File: src/shared/failsafe_pkg.sv
// Constants and types shared by the output fail-safe and fault control design
package failsafe_pkg;

  // ********************************************
  // Register bus
  // ********************************************
  localparam int ADDR_W = 8;
  localparam int DATA_W = 32;
  localparam int SEL_W = 4;
  localparam logic [7:0] OFS_OUT_DATA = 8'h00;
  localparam logic [7:0] OFS_CONFIG = 8'h04;
  localparam logic [7:0] OFS_STATUS = 8'h08;
  localparam logic [7:0] OFS_SHORT_PROT = 8'h0C;
  localparam logic [7:0] OFS_IRQ_STATUS = 8'h10;
  localparam logic [7:0] OFS_IRQ_MASK = 8'h14;

  // ********************************************
  // Configuration fields
  // ********************************************
  localparam int CFG_HOLD_BIT = 0;
  localparam int CFG_STATUS_LEN_LSB = 8;
  localparam int CFG_STATUS_LEN_W = 5;
  localparam int CFG_SHORT_LEN_LSB = 16;
  localparam int CFG_SHORT_LEN_W = 6;
  localparam logic [4:0] STATUS_LEN_MAX = 5'h10;
  localparam logic [5:0] SHORT_LEN_MAX = 6'h20;
  localparam logic [4:0] STATUS_LEN_RESET = 5'h00;
  localparam logic [5:0] SHORT_LEN_RESET = 6'h00;
  localparam logic CFG_HOLD_RESET = 1'b0;

  // ********************************************
  // Module status word
  // ********************************************
  localparam int STATUS_W = 16;
  localparam int ST_FIELD_LOST = 0;
  localparam int ST_MISMATCH = 1;
  localparam int ST_MOD_FAULT = 2;
  localparam int ST_COMM_LOST = 3;
  localparam int ST_GROUP_POWER_LSB = 4;
  localparam int ST_SWITCH = 15;

  // ********************************************
  // Interrupt status and mask
  // ********************************************
  localparam int IRQ_W = 5;
  localparam int IRQ_FIELD_LOSS = 0;
  localparam int IRQ_MISMATCH = 1;
  localparam int IRQ_MOD_FAULT = 2;
  localparam int IRQ_COMM_LOST = 3;
  localparam int IRQ_SHORT = 4;

  // ********************************************
  // Points and timing
  // ********************************************
  localparam int POINTS = 32;
  localparam int GROUPS = 2;
  localparam int SYNC_W = POINTS + GROUPS + 2;
  localparam int unsigned CLK_HZ = 125000000;
  localparam int unsigned COMM_TIMEOUT_MS = 400;
  localparam int unsigned TIMEOUT_CYCLES = COMM_TIMEOUT_MS * (CLK_HZ / 1000);

  typedef enum logic [1:0] {
    MODE_RUN,
    MODE_COMM_LOST,
    MODE_FIELD_OFF
  } mode_t;

endpackage

File: src/rtl/pin_sync.sv
// Two flip-flop synchroniser for asynchronous pin levels
`timescale 1ns/1ns
module pin_sync #(
  parameter int WIDTH = 8
) (
  input wire logic sys_clk,
  input wire logic reset,
  input wire logic [WIDTH-1:0] asyncIn,
  output logic [WIDTH-1:0] syncOut
);

  typedef struct packed {
    logic [WIDTH-1:0] meta;
    logic [WIDTH-1:0] stable;
  } sync_state_t;

  sync_state_t st;
  sync_state_t next_st;

  // First stage is read by the second stage only
  always_comb begin
    next_st = st;
    next_st.meta = asyncIn;
    next_st.stable = st.meta;
  end

  always_ff @(posedge sys_clk) begin
    if (reset) begin
      st <= '0;
    end else begin
      st <= next_st;
    end
  end

  assign syncOut = st.stable;

endmodule

File: src/rtl/output_failsafe_fault_control.sv
// Fail-safe output policy and fault reporting for a 32-point discrete output module
//
// Overview of operation
// - Switch open selects drive-low policy; switch left selects retain-last-value.
// - Drive-low policy forces every output to zero when communication is lost.
// - Retain policy keeps last commanded outputs while communication lost and field powered.
// - Configured policy must equal switch; disagreement raises a policy-mismatch fault.
// - With both powers present, an internal module fault drives all outputs zero.
// - Field power loss under either policy reports a fault and turns outputs off.
// - After field power returns, outputs stay off until fresh output data arrives.
// - Without field power, point indicators show commanded values, not actual outputs.
// - Drive-low: communication loss turns outputs off within 400 ms, indicators dark.
// - Retain: communication loss holds outputs, indicators dark, until new data arrives.
// - Status word is optional, 16 bits, absent by default; length set 0 to 16.
// - Status bit 15 shows the current policy switch position.
// - Short-protection fault area is optional, 32 bits, absent by default; length 0..32.
// - One short-protection fault bit per output; bits 0-15 group one, 16-31 group two.
// - A point's protection fault stays until cause clears or point commanded off.
// - When a protection fault clears, the output returns to its prior value.
//
// Chosen here: the register offsets and the Wishbone register port.
`timescale 1ns/1ns
module output_failsafe_fault_control #(
  parameter int unsigned TIMEOUT = failsafe_pkg::TIMEOUT_CYCLES
) (
  input wire logic sys_clk,
  input wire logic reset,
  input wire logic cyc_i,
  input wire logic stb_i,
  input wire logic we_i,
  input wire logic [failsafe_pkg::ADDR_W-1:0] adr_i,
  input wire logic [failsafe_pkg::DATA_W-1:0] dat_i,
  input wire logic [failsafe_pkg::SEL_W-1:0] sel_i,
  output logic [failsafe_pkg::DATA_W-1:0] dat_o,
  output logic ack_o,
  input wire logic policySwitchLeft,
  input wire logic moduleFault,
  input wire logic [failsafe_pkg::GROUPS-1:0] fieldPowerOk,
  input wire logic [failsafe_pkg::POINTS-1:0] shortFault,
  output logic [failsafe_pkg::POINTS-1:0] pointOut,
  output logic [failsafe_pkg::POINTS-1:0] pointLed,
  output logic irq
);
  import failsafe_pkg::*;

  localparam logic [31:0] LAST_TICK = 32'(TIMEOUT - 1);

  typedef struct packed {
    mode_t mode;
    logic [POINTS-1:0] outData;
    logic [31:0] timer;
    logic holdSel;
    logic cfgHold;
    logic [CFG_STATUS_LEN_W-1:0] statusLen;
    logic [CFG_SHORT_LEN_W-1:0] shortLen;
    logic [IRQ_W-1:0] irqStatus;
    logic [IRQ_W-1:0] irqMask;
    logic ack;
    logic [DATA_W-1:0] rdData;
    logic [POINTS-1:0] pointOut;
    logic [POINTS-1:0] pointLed;
    logic irq;
  } state_t;

  // ********************************************
  // Helper functions
  // ********************************************
  function automatic logic [DATA_W-1:0] mergeBytes(input logic [DATA_W-1:0] old,
                                                   input logic [DATA_W-1:0] wr,
                                                   input logic [SEL_W-1:0] sel);
    logic [DATA_W-1:0] res;
    res = old;
    for (int i = 0; i < SEL_W; i++) begin
      if (sel[i]) begin
        res[i*8 +: 8] = wr[i*8 +: 8];
      end
    end
    return res;
  endfunction

  // Keeps only the low len bits; a zero length hides the whole area
  function automatic logic [DATA_W-1:0] lenMask(input logic [5:0] len);
    logic [DATA_W:0] ones;
    ones = (33'h1 << len) - 33'h1;
    return ones[DATA_W-1:0];
  endfunction

  function automatic logic [5:0] clampLen(input logic [5:0] len, input logic [5:0] maxLen);
    return (len > maxLen) ? maxLen : len;
  endfunction

  // ********************************************
  // Pin synchronisation
  // ********************************************
  logic [SYNC_W-1:0] syncBus;
  logic switchSync;
  logic faultSync;
  logic [GROUPS-1:0] powerSync;
  logic [POINTS-1:0] shortSync;

  pin_sync #(
    .WIDTH(SYNC_W)
  ) pinSync (
    .sys_clk(sys_clk),
    .reset(reset),
    .asyncIn({policySwitchLeft, moduleFault, fieldPowerOk, shortFault}),
    .syncOut(syncBus)
  );

  assign {switchSync, faultSync, powerSync, shortSync} = syncBus;

  // ********************************************
  // Derived conditions
  // ********************************************
  state_t st;
  state_t next_st;
  logic access;
  logic wrStrobe;
  logic dataWrite;
  logic fieldOk;
  logic mismatch;
  logic [STATUS_W-1:0] statusWord;
  logic [POINTS-1:0] shortWord;
  logic [IRQ_W-1:0] events;
  logic [DATA_W-1:0] configWord;

  assign access = cyc_i & stb_i & ~st.ack;
  assign wrStrobe = access & we_i;
  // Any byte lane of the output data word counts as a fresh update
  assign dataWrite = wrStrobe && (adr_i == OFS_OUT_DATA) && (|sel_i);
  assign fieldOk = &powerSync;
  assign mismatch = st.holdSel != st.cfgHold;
  // A fault is reported only on a point the output data commands on
  assign shortWord = shortSync & st.outData;

  always_comb begin
    statusWord = '0;
    statusWord[ST_FIELD_LOST] = ~fieldOk;
    statusWord[ST_MISMATCH] = mismatch;
    statusWord[ST_MOD_FAULT] = faultSync;
    statusWord[ST_COMM_LOST] = st.mode == MODE_COMM_LOST;
    statusWord[ST_GROUP_POWER_LSB +: GROUPS] = powerSync;
    statusWord[ST_SWITCH] = st.holdSel;
  end

  always_comb begin
    configWord = '0;
    configWord[CFG_HOLD_BIT] = st.cfgHold;
    configWord[CFG_STATUS_LEN_LSB +: CFG_STATUS_LEN_W] = st.statusLen;
    configWord[CFG_SHORT_LEN_LSB +: CFG_SHORT_LEN_W] = st.shortLen;
  end

  always_comb begin
    events = '0;
    events[IRQ_FIELD_LOSS] = ~fieldOk;
    events[IRQ_MISMATCH] = mismatch;
    events[IRQ_MOD_FAULT] = faultSync;
    events[IRQ_COMM_LOST] = st.mode == MODE_COMM_LOST;
    events[IRQ_SHORT] = |shortWord;
  end

  // ********************************************
  // Next state
  // ********************************************
  always_comb begin
    logic [DATA_W-1:0] merged;
    logic [IRQ_W-1:0] clr;
    merged = '0;
    clr = '0;
    next_st = st;
    next_st.ack = access;
    next_st.holdSel = switchSync;

    if (access && !we_i) begin
      case (adr_i)
        OFS_OUT_DATA: next_st.rdData = st.outData;
        OFS_CONFIG: next_st.rdData = configWord;
        OFS_STATUS: next_st.rdData = DATA_W'(statusWord) & lenMask(6'(st.statusLen));
        OFS_SHORT_PROT: next_st.rdData = shortWord & lenMask(st.shortLen);
        OFS_IRQ_STATUS: next_st.rdData = DATA_W'(st.irqStatus);
        OFS_IRQ_MASK: next_st.rdData = DATA_W'(st.irqMask);
        default: next_st.rdData = '0;
      endcase
    end

    if (wrStrobe) begin
      case (adr_i)
        OFS_OUT_DATA: begin
          next_st.outData = mergeBytes(st.outData, dat_i, sel_i);
        end
        OFS_CONFIG: begin
          merged = mergeBytes(configWord, dat_i, sel_i);
          next_st.cfgHold = merged[CFG_HOLD_BIT];
          next_st.statusLen = 5'(clampLen(6'(merged[CFG_STATUS_LEN_LSB +: CFG_STATUS_LEN_W]),
                                          6'(STATUS_LEN_MAX)));
          next_st.shortLen = clampLen(merged[CFG_SHORT_LEN_LSB +: CFG_SHORT_LEN_W], SHORT_LEN_MAX);
        end
        OFS_IRQ_STATUS: begin
          merged = mergeBytes('0, dat_i, sel_i);
          clr = merged[IRQ_W-1:0];
        end
        OFS_IRQ_MASK: begin
          merged = mergeBytes(DATA_W'(st.irqMask), dat_i, sel_i);
          next_st.irqMask = merged[IRQ_W-1:0];
        end
        default: begin
          merged = '0;
        end
      endcase
    end

    // Timeout restarts on every fresh data word
    if (dataWrite) begin
      next_st.timer = '0;
    end else if (st.mode == MODE_RUN && st.timer != LAST_TICK) begin
      next_st.timer = st.timer + 32'h1;
    end

    case (st.mode)
      MODE_RUN: begin
        if (st.timer == LAST_TICK && !dataWrite) begin
          next_st.mode = MODE_COMM_LOST;
        end
      end
      MODE_COMM_LOST: begin
        if (dataWrite) begin
          next_st.mode = MODE_RUN;
        end
      end
      MODE_FIELD_OFF: begin
        if (dataWrite && fieldOk) begin
          next_st.mode = MODE_RUN;
        end
      end
      default: begin
        next_st.mode = MODE_FIELD_OFF;
      end
    endcase
    if (!fieldOk) begin
      next_st.mode = MODE_FIELD_OFF;
    end

    // Outputs and indicators follow the mode being entered
    case (next_st.mode)
      MODE_RUN: begin
        // The driver recovers by itself; keeping the command restores the point
        next_st.pointOut = next_st.outData;
        next_st.pointLed = next_st.outData;
      end
      MODE_COMM_LOST: begin
        next_st.pointOut = next_st.holdSel ? st.outData : '0;
        next_st.pointLed = '0;
      end
      MODE_FIELD_OFF: begin
        next_st.pointOut = '0;
        next_st.pointLed = next_st.outData;
      end
      default: begin
        next_st.pointOut = '0;
        next_st.pointLed = '0;
      end
    endcase
    if (faultSync) begin
      next_st.pointOut = '0;
      if (next_st.mode == MODE_RUN) begin
        next_st.pointLed = '0;
      end
    end

    // A new event wins over a clear in the same cycle
    next_st.irqStatus = (st.irqStatus & ~clr) | events;
    next_st.irq = |(next_st.irqStatus & next_st.irqMask);
  end

  // ********************************************
  // State register
  // ********************************************
  always_ff @(posedge sys_clk) begin
    if (reset) begin
      st <= '{mode: MODE_FIELD_OFF, cfgHold: CFG_HOLD_RESET, statusLen: STATUS_LEN_RESET,
              shortLen: SHORT_LEN_RESET, default: '0};
    end else begin
      st <= next_st;
    end
  end

  assign dat_o = st.rdData;
  assign ack_o = st.ack;
  assign pointOut = st.pointOut;
  assign pointLed = st.pointLed;
  assign irq = st.irq;
endmodule

File: config.mk
export PLATFORM = sky130hd
export DESIGN_NAME = output_failsafe_fault_control
export DESIGN_NICKNAME = d
export VERILOG_FILES = /design/src/shared/failsafe_pkg.sv /design/src/rtl/pin_sync.sv /design/src/rtl/output_failsafe_fault_control.sv
export SDC_FILE = /design/constraint.sdc
export NUM_CORES = 1
export LEC_CHECK = 0
export BUFFER_PORTS_ARGS = -buffer_cell sky130_fd_sc_hd__buf_2
export CORE_ASPECT_RATIO = 1.1
export CORE_MARGIN = 3
export CORE_UTILIZATION = 25
export CTS_CLUSTER_SIZE = 10
export DETAILED_ROUTE_END_ITERATION = 6
export GPL_ROUTABILITY_DRIVEN = 0
export SLEW_MARGIN = 10
export SYNTH_ARGS = -nofsm -noshare
export SYNTH_HDL_FRONTEND = slang
export SYNTH_HIERARCHICAL = 1
export SYNTH_SLANG_ARGS = --single-unit
File: constraint.sdc
create_clock -name sys_clk -period 3.19 [get_ports sys_clk]
set_input_delay 0.1595 -clock sys_clk [delete_from_list [all_inputs] [get_ports sys_clk]]
set_output_delay 0.1595 -clock sys_clk [all_outputs]
set_load 0.02 [all_outputs]
==> results of run 1 <==
report_power, final:
| part | switching (W) | internal [W] | total (W) |
|---|---|---|---|
| clock network | 0.00129 | 0.00182 | 0.00311 |
| logic | 0.000141 | 0.000139 | 0.000280 |
| registers | 0.0000310 | 0.00328 | 0.00331 |
| total | 0.00146 | 0.00524 | 0.00670 |
logic make-up (layout without fill, tap and decap cells):
logic type               after synthesis  count (layout)  synth area share, %
multiplexers                          49              49                 4.45
flip-flops                           259             259                 47.0
XOR/XNOR                              39              39                 3.09
buffers and inverters                178             341                 9.96
adder cells (fa/ha/maj)                3               3                0.340
AO/OA/AOI/OAI                        218             218                 14.5
AND/OR/NAND/NOR                      452             452                 20.7
critical path: cells and delay by family (launching register included):
family	cells	cell delay [ns]
fa+ha+maj	1	0.22
flops	1	0.37
compound gates	3	1.13
simple gates	3	1.01
per-stage QoR:
stage	power (W)	cell area [sq um]	hold WS, ns
3_3_place_gp	0.00359	11900	0.376
3_5_place_dp	0.00359	11900	0.373
2_1_floorplan	0.00347	11000	0.288
4_1_cts	0.00679	13500	0.0635
5_1_grt	0.00694	13500	0.0979
6_report	0.00670	13500	0.0788
flip-flops by register name, summed over array words and instances, names as in the netlist:
name             cells
ack_o                1
configWord          12
dat_o               32
pointOut            32
pointLed            32
pinSync/next_st     36
st                  77
irq                  1
pinSync/syncOut     36
metal layers:
metal  part of all wire, %  GRT usage, %
met2                    43          22.9
met5                     0             0
met4                   3.8          5.87
met3                   7.3          2.58
met1                    46          20.7
area by class of cell:
type | count | area [sq um]
clock inverter | 4 | 63.8
sequential | 259 | 5180
clock buffer | 37 | 798
multi-input combinational | 761 | 4760
timing repair buffer | 286 | 1880
inverter | 14 | 52.6
fill | 4548 | 30100
tap | 574 | 718
what timing repair did:
action	CTS	global route
gates resized for setup	0	0
endpoints found under the hold margin	160	0
setup buffers	0	0
setup endpoints to repair	0	0
hold buffers	73	0
cells in the final DEF (no fill, tap or decap), drive strengths merged, types with 5 or more instances in the layout:
cell	instances
nand4	14
o21ai	48
xnor2	23
dlygate4sd3	73
nor4	17
a22o	38
buf	213
nand4b	5
nand3	23
dfxtp	259
o31ai	12
and2	8
nand2b	11
or3	10
nor2b	87
a22oi	34
mux2i	48
a31o	5
a21oi	21
nand2	72
inv	16
o22ai	6
a32oi	6
xor2	16
and3	10
a31oi	7
nor2	154
clkbuf	37
nor3	18
worst paths after layout:
path / start / end / slack (ns) / cells past startpoint
setup / recovery: st[121] / pointOut[19] / 0.31 / 7
hold / removal: sel_i[2] / configWord[21] / 0.08 / 4
setup reg to reg: st[121] / pointOut[19] / 0.31 / 7
hold reg to reg: pinSync/next_st[18] / pinSync/syncOut[18] / 0.43 / 1
==> impl_results.md, run 1 <==
- Initial antenna violation count: 0
- Post-synthesis sequential area ratio: approximately 47%
- Register bit total from synthesis: 259
- Die Area: 0.0467 sq mm
- First-pass GRT wire length: approximately 54,000 um
- Kind of end point of the critical path: register
- Clock buffer count from CTS: 31
- Gr usage total: ~15%
- Ys async rst share: 0%
- Die W: around 210 um
- CP Class: register to register
- DP HPWL: 27,600 um
- Most numerous cell in the Yosys netlist: dfxtp_1
- Startpoint Class: register
- DR vias: 9,160
- CP max FO: 8
- Worst Skew: just under 0.03 ns
- Worst Path Arrival: 3.32 ns
- Placed instance count: 1,821
- Critical-path top delay cell: or4_1
- Initial core utilization: about a quarter
- Worst Tran Pin Value: between 0.9 and 1 ns
- ANT nets after route: 0
- Post-synth top area cell: dfxtp_1
- Clock transition at path regs: about 0.060 ns
- Maximum VDD drop: 0.404 mV
- Nets@finish: 1,441
- Pwr Density: 498 mW/mm^2
- Post-route setup slack: around 0.31 ns
- Clock Sinks: roughly 260
- Syn_area_per_cell: between 9 and 10 sq um
- Setup Viol. Count Final: 0
- Final WL: 36,200 um
- Synth top area share: a little under half
- Syn nets: 1,286
- Commonest cells in the netlist: dfxtp_1 (259), nor2_1 (153), buf_4 (96)
- Post-layout minimum cycle time: around 2.9 ns
- Clock insertion delay at the later pin of the skew report: a little under 0.6 ns
- 1st-pass router iterations: 6
- Final hold vios: 0
- CTS tree: built
- Diode count: 0
- Die Ht: between 200 and 250 um
- Final std cells w/o fill: 1,935
- WP data required: between 3 and 4 ns
- Max-slew violations: 0
- Rel. slew slack: a little under two fifths
- Number of flops mapped to enable cells by yosys: 0
- DR DRC count: 0
- Largest net degree at the start of global routing: between 70 and 80
- Post-synthesis cell area: around 0.011 sq mm
- Rows: 80
- Synth Instances: between 1,000 and 1,500
- Placement Setup Slack: 0.368 ns
- Vias in the first global route: roughly 8,900
- LEAKAGE: between 5 and 6 nW
- Crit-path cells: ha_1 > nand2_1 > or4_1 > o31a_1 > o21ai_4 > nor2b_1 > a22o_1
- Status: completed
- Delay of the slowest critical-path stage: 0.60 ns
- Max-cap viol count: 0
- Top post-synthesis cells by area: dfxtp_1 (47%), buf_4 (6.5%), nor2_1 (5.2%)
- Grt total ovfl: 0
- Core Util, Final: a little under a third
- Area Growth Syn to Fin: 21.9%
- Final TNS setup: 0 ns
- Synth unique cells: between 70 and 80
- H-tree Lvls: 1
- RSZ-0062 raised after global routing: false
- Main synth FF type: dfxtp_1
- Crit share post-route: about 90%
- DR WL/cell: approximately 19 um
- Core area: roughly 0.044 sq mm
- CTS max path bufs: 3
- Via-to-Cell Ratio: 4.73
- Port Buffer Count: between 150 and 200
- Synth warn: 6
- Worst hold-check path type: primary input to register
- Clock tree root driver cell: clkbuf_16
- Share of cells above drive strength 1: 19.8%
- Iteration-0 DRC Markers: between 700 and 800
- Fmax: 347 MHz
- Ports: 183
Note: power is estimated with default switching activity, not from simulation.
==> run 2, diff against run 1 <==
==> constraint.sdc (replaced) <==
create_clock -name sys_clk -period 2.5 [get_ports sys_clk]
set_input_delay 0.125 -clock sys_clk [delete_from_list [all_inputs] [get_ports sys_clk]]
set_output_delay 0.125 -clock sys_clk [all_outputs]
set_load 0.02 [all_outputs]
==> impl_results.md, run 2 (synthesized netlist as in run 1, its figures left out) <==
- CTS tree: built (unchanged)
- Worst Hold Endpoint: configWord[21] (unchanged)
- Core area: 0.0435 sq mm (unchanged)
- Crit share post-route: 97.4% (was 90.2%)
- Nets@finish: 1,483 (was 1,441)
- WP data required: 2.94 ns (was 3.63 ns)
- Commonest non-fill, non-tap cells in the layout: dfxtp_1 (258), buf_2 (181), nor2_1 (153) (was dfxtp_1 (259), buf_2 (181), nor2_1 (153))
- Worst Path Arrival: 2.88 ns (was 3.32 ns)
- Final hold vios: 0 (unchanged)
- H-tree Lvls: 1 (unchanged)
- DR WL/cell: 18.5 um (was 18.7 um)
- LEAKAGE: 5.54 nW (was 5.29 nW)
- Hold slack: 0.0584 ns (was 0.0788 ns)
- Largest net degree at the start of global routing: 81 (was 73)
- Die W: 206 um (unchanged)
- R2r endpoint: pointOut[28] (was pointOut[19])
- Most common cell after layout, fill and taps aside: dfxtp_1 (unchanged)
- Die Ht: 226 um (unchanged)
- Rel. slew slack: 34.3% (was 37.0%)
- Clock transition at path regs: 0.06 ns (about the same)
- Fmax: 411 MHz (was 347 MHz)
- Delay of the slowest critical-path stage: 0.52 ns (was 0.60 ns)
- Largest Register: st (unchanged)
- Worst hold-check path type: primary input to register (unchanged)
- Via-to-Cell Ratio: 4.74 (was 4.73)
- Worst Reg-to-Reg Cells: 6 (was 7)
- Max-slew violations: 0 (unchanged)
- Final std cells w/o fill: 1,978 (was 1,935)
- Maximum VDD drop: 0.535 mV (was 0.404 mV)
- Initial antenna violation count: 1 (was 0)
- Status: completed (unchanged)
- CP Class: register to register (unchanged)
- Ports: 183 (unchanged)
- DR DRC count: 0 (unchanged)
- CTS max path bufs: 3 (unchanged)
- Post-layout minimum cycle time: 2.44 ns (was 2.88 ns)
- Setup Viol. Count Final: 0 (unchanged)
- Critical-path top delay cell: or4_1 (unchanged)
- Pwr Density: 611 mW/mm^2 (was 498 mW/mm^2)
- Max reg flops: 77 (unchanged)
- DP HPWL: 28,100 um (was 27,600 um)
- CP bufs+invs: 1 (was 0)
- Initial core utilization: 25.4% (unchanged)
- Critical R2R Launch: st[130] (was st[121])
- WHS Path Cells: 4 (unchanged)
- Area Growth Syn to Fin: 25.7% (was 21.9%)
- Clock buffer count from CTS: 31 (unchanged)
- Worst Tran Pin Value: 0.983 ns (was 0.936 ns)
- Kind of end point of the critical path: register (unchanged)
- CP max FO: 8 (unchanged)
- Top delay family on crit path: simple AND/OR/NAND/NOR gates (was compound AO/OA/AOI/OAI gates)
- Crit-path cells: or4_1 > or4_4 > o31a_1 > buf_4 > o211a_4 > a22o_1 (was ha_1 > nand2_1 > or4_1 > o31a_1 > o21ai_4 > nor2b_1 > a22o_1)
- Worst Skew: 0.0331 ns (was 0.0295 ns)
- Gr usage total: 15.0% (was 14.9%)
- Clock Sinks: 259 (unchanged)
- Startpoint Class: register (unchanged)
- Clock insertion delay at the later pin of the skew report: 0.58 ns (about the same)
- Placed instance count: 1,865 (was 1,821)
- 1st-pass router iterations: 6 (unchanged)
- Port Buffer Count: 182 (unchanged)
- First-pass GRT wire length: 54,000 um (was 53,800 um)
- Clock tree root driver cell: clkbuf_16 (unchanged)
- Share of cells above drive strength 1: 23.2% (was 19.8%)
- Vias in the first global route: 9,064 (was 8,885)
- Die Area: 0.0467 sq mm (unchanged)
- Hold path startpoint: sel_i[2] (unchanged)
- R2R Setup Slk: 0.06 ns (was 0.31 ns)
- ANT nets after route: 0 (unchanged)
- Iteration-0 DRC Markers: 914 (was 799)
- Grt total ovfl: 0 (unchanged)
- DR vias: 9,377 (was 9,160)
- Rows: 80 (unchanged)
- Final TNS setup: 0 ns (unchanged)
- Final WL: 36,600 um (was 36,200 um)
- Max-cap viol count: 0 (unchanged)
## run 2: cell count changes in the layout (fill, tap and decap cells not counted), moves of 2 or more
cell	before	now
buf_12	0	4
buf_4	32	69
ha_1	3	1
ha_2	0	2
nor2b_1	87	84
nor2b_2	0	3
## run 2: routing by layer
| metal | GRT usage, % | share of wire (%) |
|---|---|---|
| met1 | 20.2 | 44 |
| met2 | 23.7 | 44 |
| met3 | 3.63 | 8.6 |
| met5 | 0 | 0 |
| met4 | 4.77 | 3.6 |
## run 2: how the worst max path moves through the flow
stage                               to  cells past startpoint           start  slack, ns
after floorplan              dat_o[10]                      9  configWord[16]       0.01
after CTS                 pointOut[27]                      6         st[130]       0.02
final                     pointOut[28]                      6         st[130]       0.06
after global placement    pointOut[30]                      9         st[130]      0.006
after global routing         dat_o[10]                      8  configWord[20]      -0.01
after detailed placement  pointOut[27]                      9         st[130]      -0.04
## run 2: metrics by stage
stage	util [%]	area, sq um	worst slack, ns	total power [W]
after global routing	31.9	13900	-0.0119	0.00878
final	31.9	13900	0.0644	0.00848
after global placement	28.1	12200	0.00565	0.00459
after detailed placement	28.1	12200	-0.0445	0.00459
after floorplan	-	11000	0.0114	0.00443
after CTS	31.8	13900	0.0160	0.00859
## run 2: final cells by class
cell class / instances / area, sq um
fill: 4507 / 29700
sequential: 259 / 5190
timing repair buffer: 328 / 2250
clock buffer: 37 / 808
clock inverter: 4 / 41.3
inverter: 14 / 52.6
antenna: 1 / 2.50
multi-input combinational: 761 / 4830
tap: 574 / 718
## run 2: tightest hold or removal path: cells and delay by family
family	cells	cell delay (ns)
mux	1	0.10
buf+inv	1	0.14
simple gates	2	0.24
## run 2: power breakdown
group          switching (W)  leakage [nW]  internal, W
Sequential         0.0000382          2.10      0.00419
Combinational       0.000183          3.02     0.000184
Clock                0.00164         0.413      0.00225
## run 2: what timing repair did
item,CTS,global route
endpoints found under the setup margin,31,39
hold buffers,73,0
cloned,0,0
gates resized for setup,1,15
buffers inserted,2,1
pin swaps,1,10
endpoints found under the hold margin,152,0
==> run 3, diff against run 2 <==
--- a/config.mk
+++ b/config.mk
@@ -15,5 +15,4 @@
 export SLEW_MARGIN = 10
 export SYNTH_ARGS = -nofsm -noshare
 export SYNTH_HDL_FRONTEND = slang
-export SYNTH_HIERARCHICAL = 1
 export SYNTH_SLANG_ARGS = --single-unit
==> impl_results.md, run 3 <==
- Status: finished with violations (was completed)
- Violated checks: design-rule violations
- Syn_area_per_cell: 8.73 sq um (was 9.22 sq um)
- Nets@finish: 1,607 (was 1,483)
- Syn nets: 1,393 (was 1,286)
- Critical-path top delay cell: o32ai_1 (was or4_1)
- DP HPWL: 31,300 um (was 28,100 um)
- Die W: 210 um (was 206 um)
- Largest net degree at the start of global routing: 80 (was 81)
- Max-slew violations: 0 (unchanged)
- Main synth FF type: dfxtp_1 (unchanged)
- Rows: 81 (was 80)
- H-tree Lvls: 1 (unchanged)
- Clock tree root driver cell: clkbuf_16 (unchanged)
- Post-synth top area cell: dfxtp_1 (unchanged)
- Die Ht: 230 um (was 226 um)
- DR DRC count: 2 (was 0)
- Post-route setup slack: 0.0746 ns (was 0.0644 ns)
- Post-synthesis sequential area ratio: 45.5% (was 47.0%)
- Final hold vios: 0 (unchanged)
- DR vias: 10,300 (was 9,377)
- Clock buffer count from CTS: 31 (unchanged)
- Maximum VDD drop: 0.425 mV (was 0.535 mV)
- Critical path depth in cells: 9 (was 6)
- Setup Buffers After CTS: 0 (was 2)
- Final WL: 41,500 um (was 36,600 um)
- Clock transition at path regs: 0.07 ns (was 0.06 ns)
- Area Growth Syn to Fin: 26.7% (was 25.7%)
- Synth warn: 0 (was 6)
- Synth top area share: 45.5% (was 47.0%)
- Initial core utilization: 25.4% (about the same)
- Placement Setup Slack: -0.122 ns (was -0.0445 ns)
- Setup Viol. Count Final: 0 (unchanged)
- Synth Instances: 1,305 (was 1,198)
- ANT nets after route: 0 (unchanged)
- WHS Path Cells: 4 (unchanged)
- CP Class: register to register (unchanged)
- Ports: 183 (unchanged)
- CTS tree: built (unchanged)
- Clock Sinks: 259 (unchanged)
- Internal power: 0.00679 W (was 0.00662 W)
- Register bit total from synthesis: 259 (unchanged)
- First-pass GRT wire length: 62,300 um (was 54,000 um)
- Vias in the first global route: 10,500 (was 9,064)
- Max reg flops: 77 (unchanged)
- Hold slack: 0.0362 ns (was 0.0584 ns)
- Worst hold-check path type: primary input to register (unchanged)
- LEAKAGE: 5.84 nW (was 5.54 nW)
- Pwr Density: 603 mW/mm^2 (was 611 mW/mm^2)
- Share of cells above drive strength 1: 22.9% (was 23.2%)
- Placed Area: 0.0128 sq mm (was 0.0122 sq mm)
- Post-route cell area: 0.0144 sq mm (was 0.0139 sq mm)
- Largest Register: st (unchanged)
- NetSw: 0.00192 W (was 0.00186 W)
- Max-cap viol count: 0 (unchanged)
- Gr usage total: 16.6% (was 15.0%)
- Worst Reg-to-Reg Cells: 9 (was 6)
- Iteration-0 DRC Markers: 750 (was 914)
- Top delay family on crit path: simple AND/OR/NAND/NOR gates (unchanged)
- Total power: 0.00871 W (was 0.00848 W)
- Worst Path Arrival: 2.91 ns (was 2.88 ns)
- Ys async rst share: 0% (unchanged)
- CP most frequent cell: a22oi_1
- Startpoint Class: register (unchanged)
- Most common cell after layout, fill and taps aside: dfxtp_1 (unchanged)
- CP bufs+invs: 0 (was 1)
- Commonest non-fill, non-tap cells in the layout: dfxtp_1 (259), buf_2 (181), nor2_1 (158) (was dfxtp_1 (258), buf_2 (181), nor2_1 (153))
- Clock power share: 47.0% (was 45.8%)
- Switching share of power: 22.1% (was 21.9%)
- Die Area: 0.0482 sq mm (was 0.0467 sq mm)
- Worst Tran Pin Value: 0.821 ns (was 0.983 ns)
- DR WL/cell: 19.7 um (was 18.5 um)
- Fmax: 412 MHz (was 411 MHz)
- Crit-path cells: nor3_1 > nand2_1 > ha_1 > nor4_1 > mux2_2 > a22oi_1 > o32ai_1 > a22oi_1 > nor2_1 (was or4_1 > or4_4 > o31a_1 > buf_4 > o211a_4 > a22o_1)
- Via-to-Cell Ratio: 4.90 (was 4.74)
- Kind of end point of the critical path: register (unchanged)
- Crit share post-route: 97.0% (was 97.4%)
- Most numerous cell in the Yosys netlist: dfxtp_1 (unchanged)
- Clock insertion delay at the later pin of the skew report: 0.56 ns (was 0.58 ns)
- Post-synthesis cell area: 0.0114 sq mm (was 0.0110 sq mm)
- Top post-synthesis cells by area: dfxtp_1 (46%), buf_4 (6.5%), nor2_1 (5.2%) (was dfxtp_1 (47%), buf_4 (6.5%), nor2_1 (5.2%))
- Number of flops mapped to enable cells by yosys: 0 (unchanged)
- Grt total ovfl: 0 (unchanged)
- Commonest cells in the netlist: dfxtp_1 (259), nor2_1 (159), buf_4 (99) (was dfxtp_1 (259), nor2_1 (153), buf_4 (96))
- Delay of the slowest critical-path stage: 0.43 ns (was 0.52 ns)
- CP max FO: 4 (was 8)
- Post-layout minimum cycle time: 2.43 ns (was 2.44 ns)
- 1st-pass router iterations: 7 (was 6)
- Initial antenna violation count: 2 (was 1)
- Rel. slew slack: 45.3% (was 34.3%)
- CTS max path bufs: 3 (unchanged)
- RSZ-0062 raised after global routing: true
- Port Buffer Count: 182 (unchanged)
- Logic gate share of total power: 4.5% (was 4.3%)
- WP data required: 2.98 ns (was 2.94 ns)
- Worst Skew: 0.0187 ns (was 0.0331 ns)
- Synth unique cells: 68 (was 72)
- Core area: 0.0448 sq mm (was 0.0435 sq mm)
- Register share of total power: 48.5% (was 49.8%)
==> run 3: timing repair <==
item | in CTS | in global routing
hold endpoints to repair | 108 | 0
endpoints found under the setup margin | 0 | 4
resized for setup | 0 | 1
hold buffers | 73 | 0
==> run 3: worst paths after layout <==
check / endpoint / from / slack [ns]
max: dat_o[8] / configWord[17] / 0.07
max reg2reg: dat_o[8] / configWord[17] / 0.07
min: st[158] / dat_i[5] / 0.04
min reg2reg: pinSync.syncOut[27] / pinSync.next_st[27] / 0.44
==> run 3: logic make-up after synthesis <==
logic type	after synthesis	synth area share (%)
and+or+nand+nor	540	24.1
DFF	259	45.5
AOI/OAI and AO/OA	216	12.2
buffers and inverters	193	9.88
muxes	59	5.29
xor gates and xnor gates	35	2.69
adders and majority gates	3	0.329
==> run 3: power groups by stage <==
| stage | Sequential (W) | Clock, W | Combinational, W |
|---|---|---|---|
| floorplan | 0.00429 | 0 | 0.000155 |
| global placement | 0.00431 | 0 | 0.000301 |
| detailed placement | 0.00431 | 0 | 0.000304 |
| CTS | 0.00422 | 0.00419 | 0.000394 |
| global route | 0.00423 | 0.00433 | 0.000425 |
| finish | 0.00423 | 0.00409 | 0.000393 |
==> run 3: per-stage QoR <==
stage / TNS, ns / util [%] / instances
final: 0 / 32.2 / 2111
after CTS: 0 / 32.2 / 2108
after floorplan: 0 / - / 1305
after global routing: -0.139 / 32.2 / 2110
after global placement: -2.54 / 28.6 / 1994
after detailed placement: -5.33 / 28.6 / 1994
==> run 3: layout make-up <==
class | instances | area, sq um
Fill cell | 4736 | 30400
Sequential cell | 259 | 5180
Multi-Input combinational cell | 853 | 5100
Timing Repair Buffer | 358 | 2480
Clock buffer | 38 | 842
Tap cell | 581 | 727
Inverter | 16 | 60.1
Clock inverter | 3 | 40.0
Antenna cell | 3 | 7.51
==> run 3: per-layer routing <==
layer / track usage, % / vias up / routed length, um
li1: - / 4850 / -
met1: 18.6 / 4901 / 15500
met2: 29.4 / 460 / 20500
met3: 3.17 / 131 / 2790
met5: 0 / - / 0
met4: 9.17 / 0 / 2700
==> run 3: tightest hold or removal path: cells and delay by family <==
kind | cells | cell delay, ns
multiplexers | 1 | 0.09
buffers and inverters | 2 | 0.25
AND/OR/NAND/NOR | 1 | 0.09
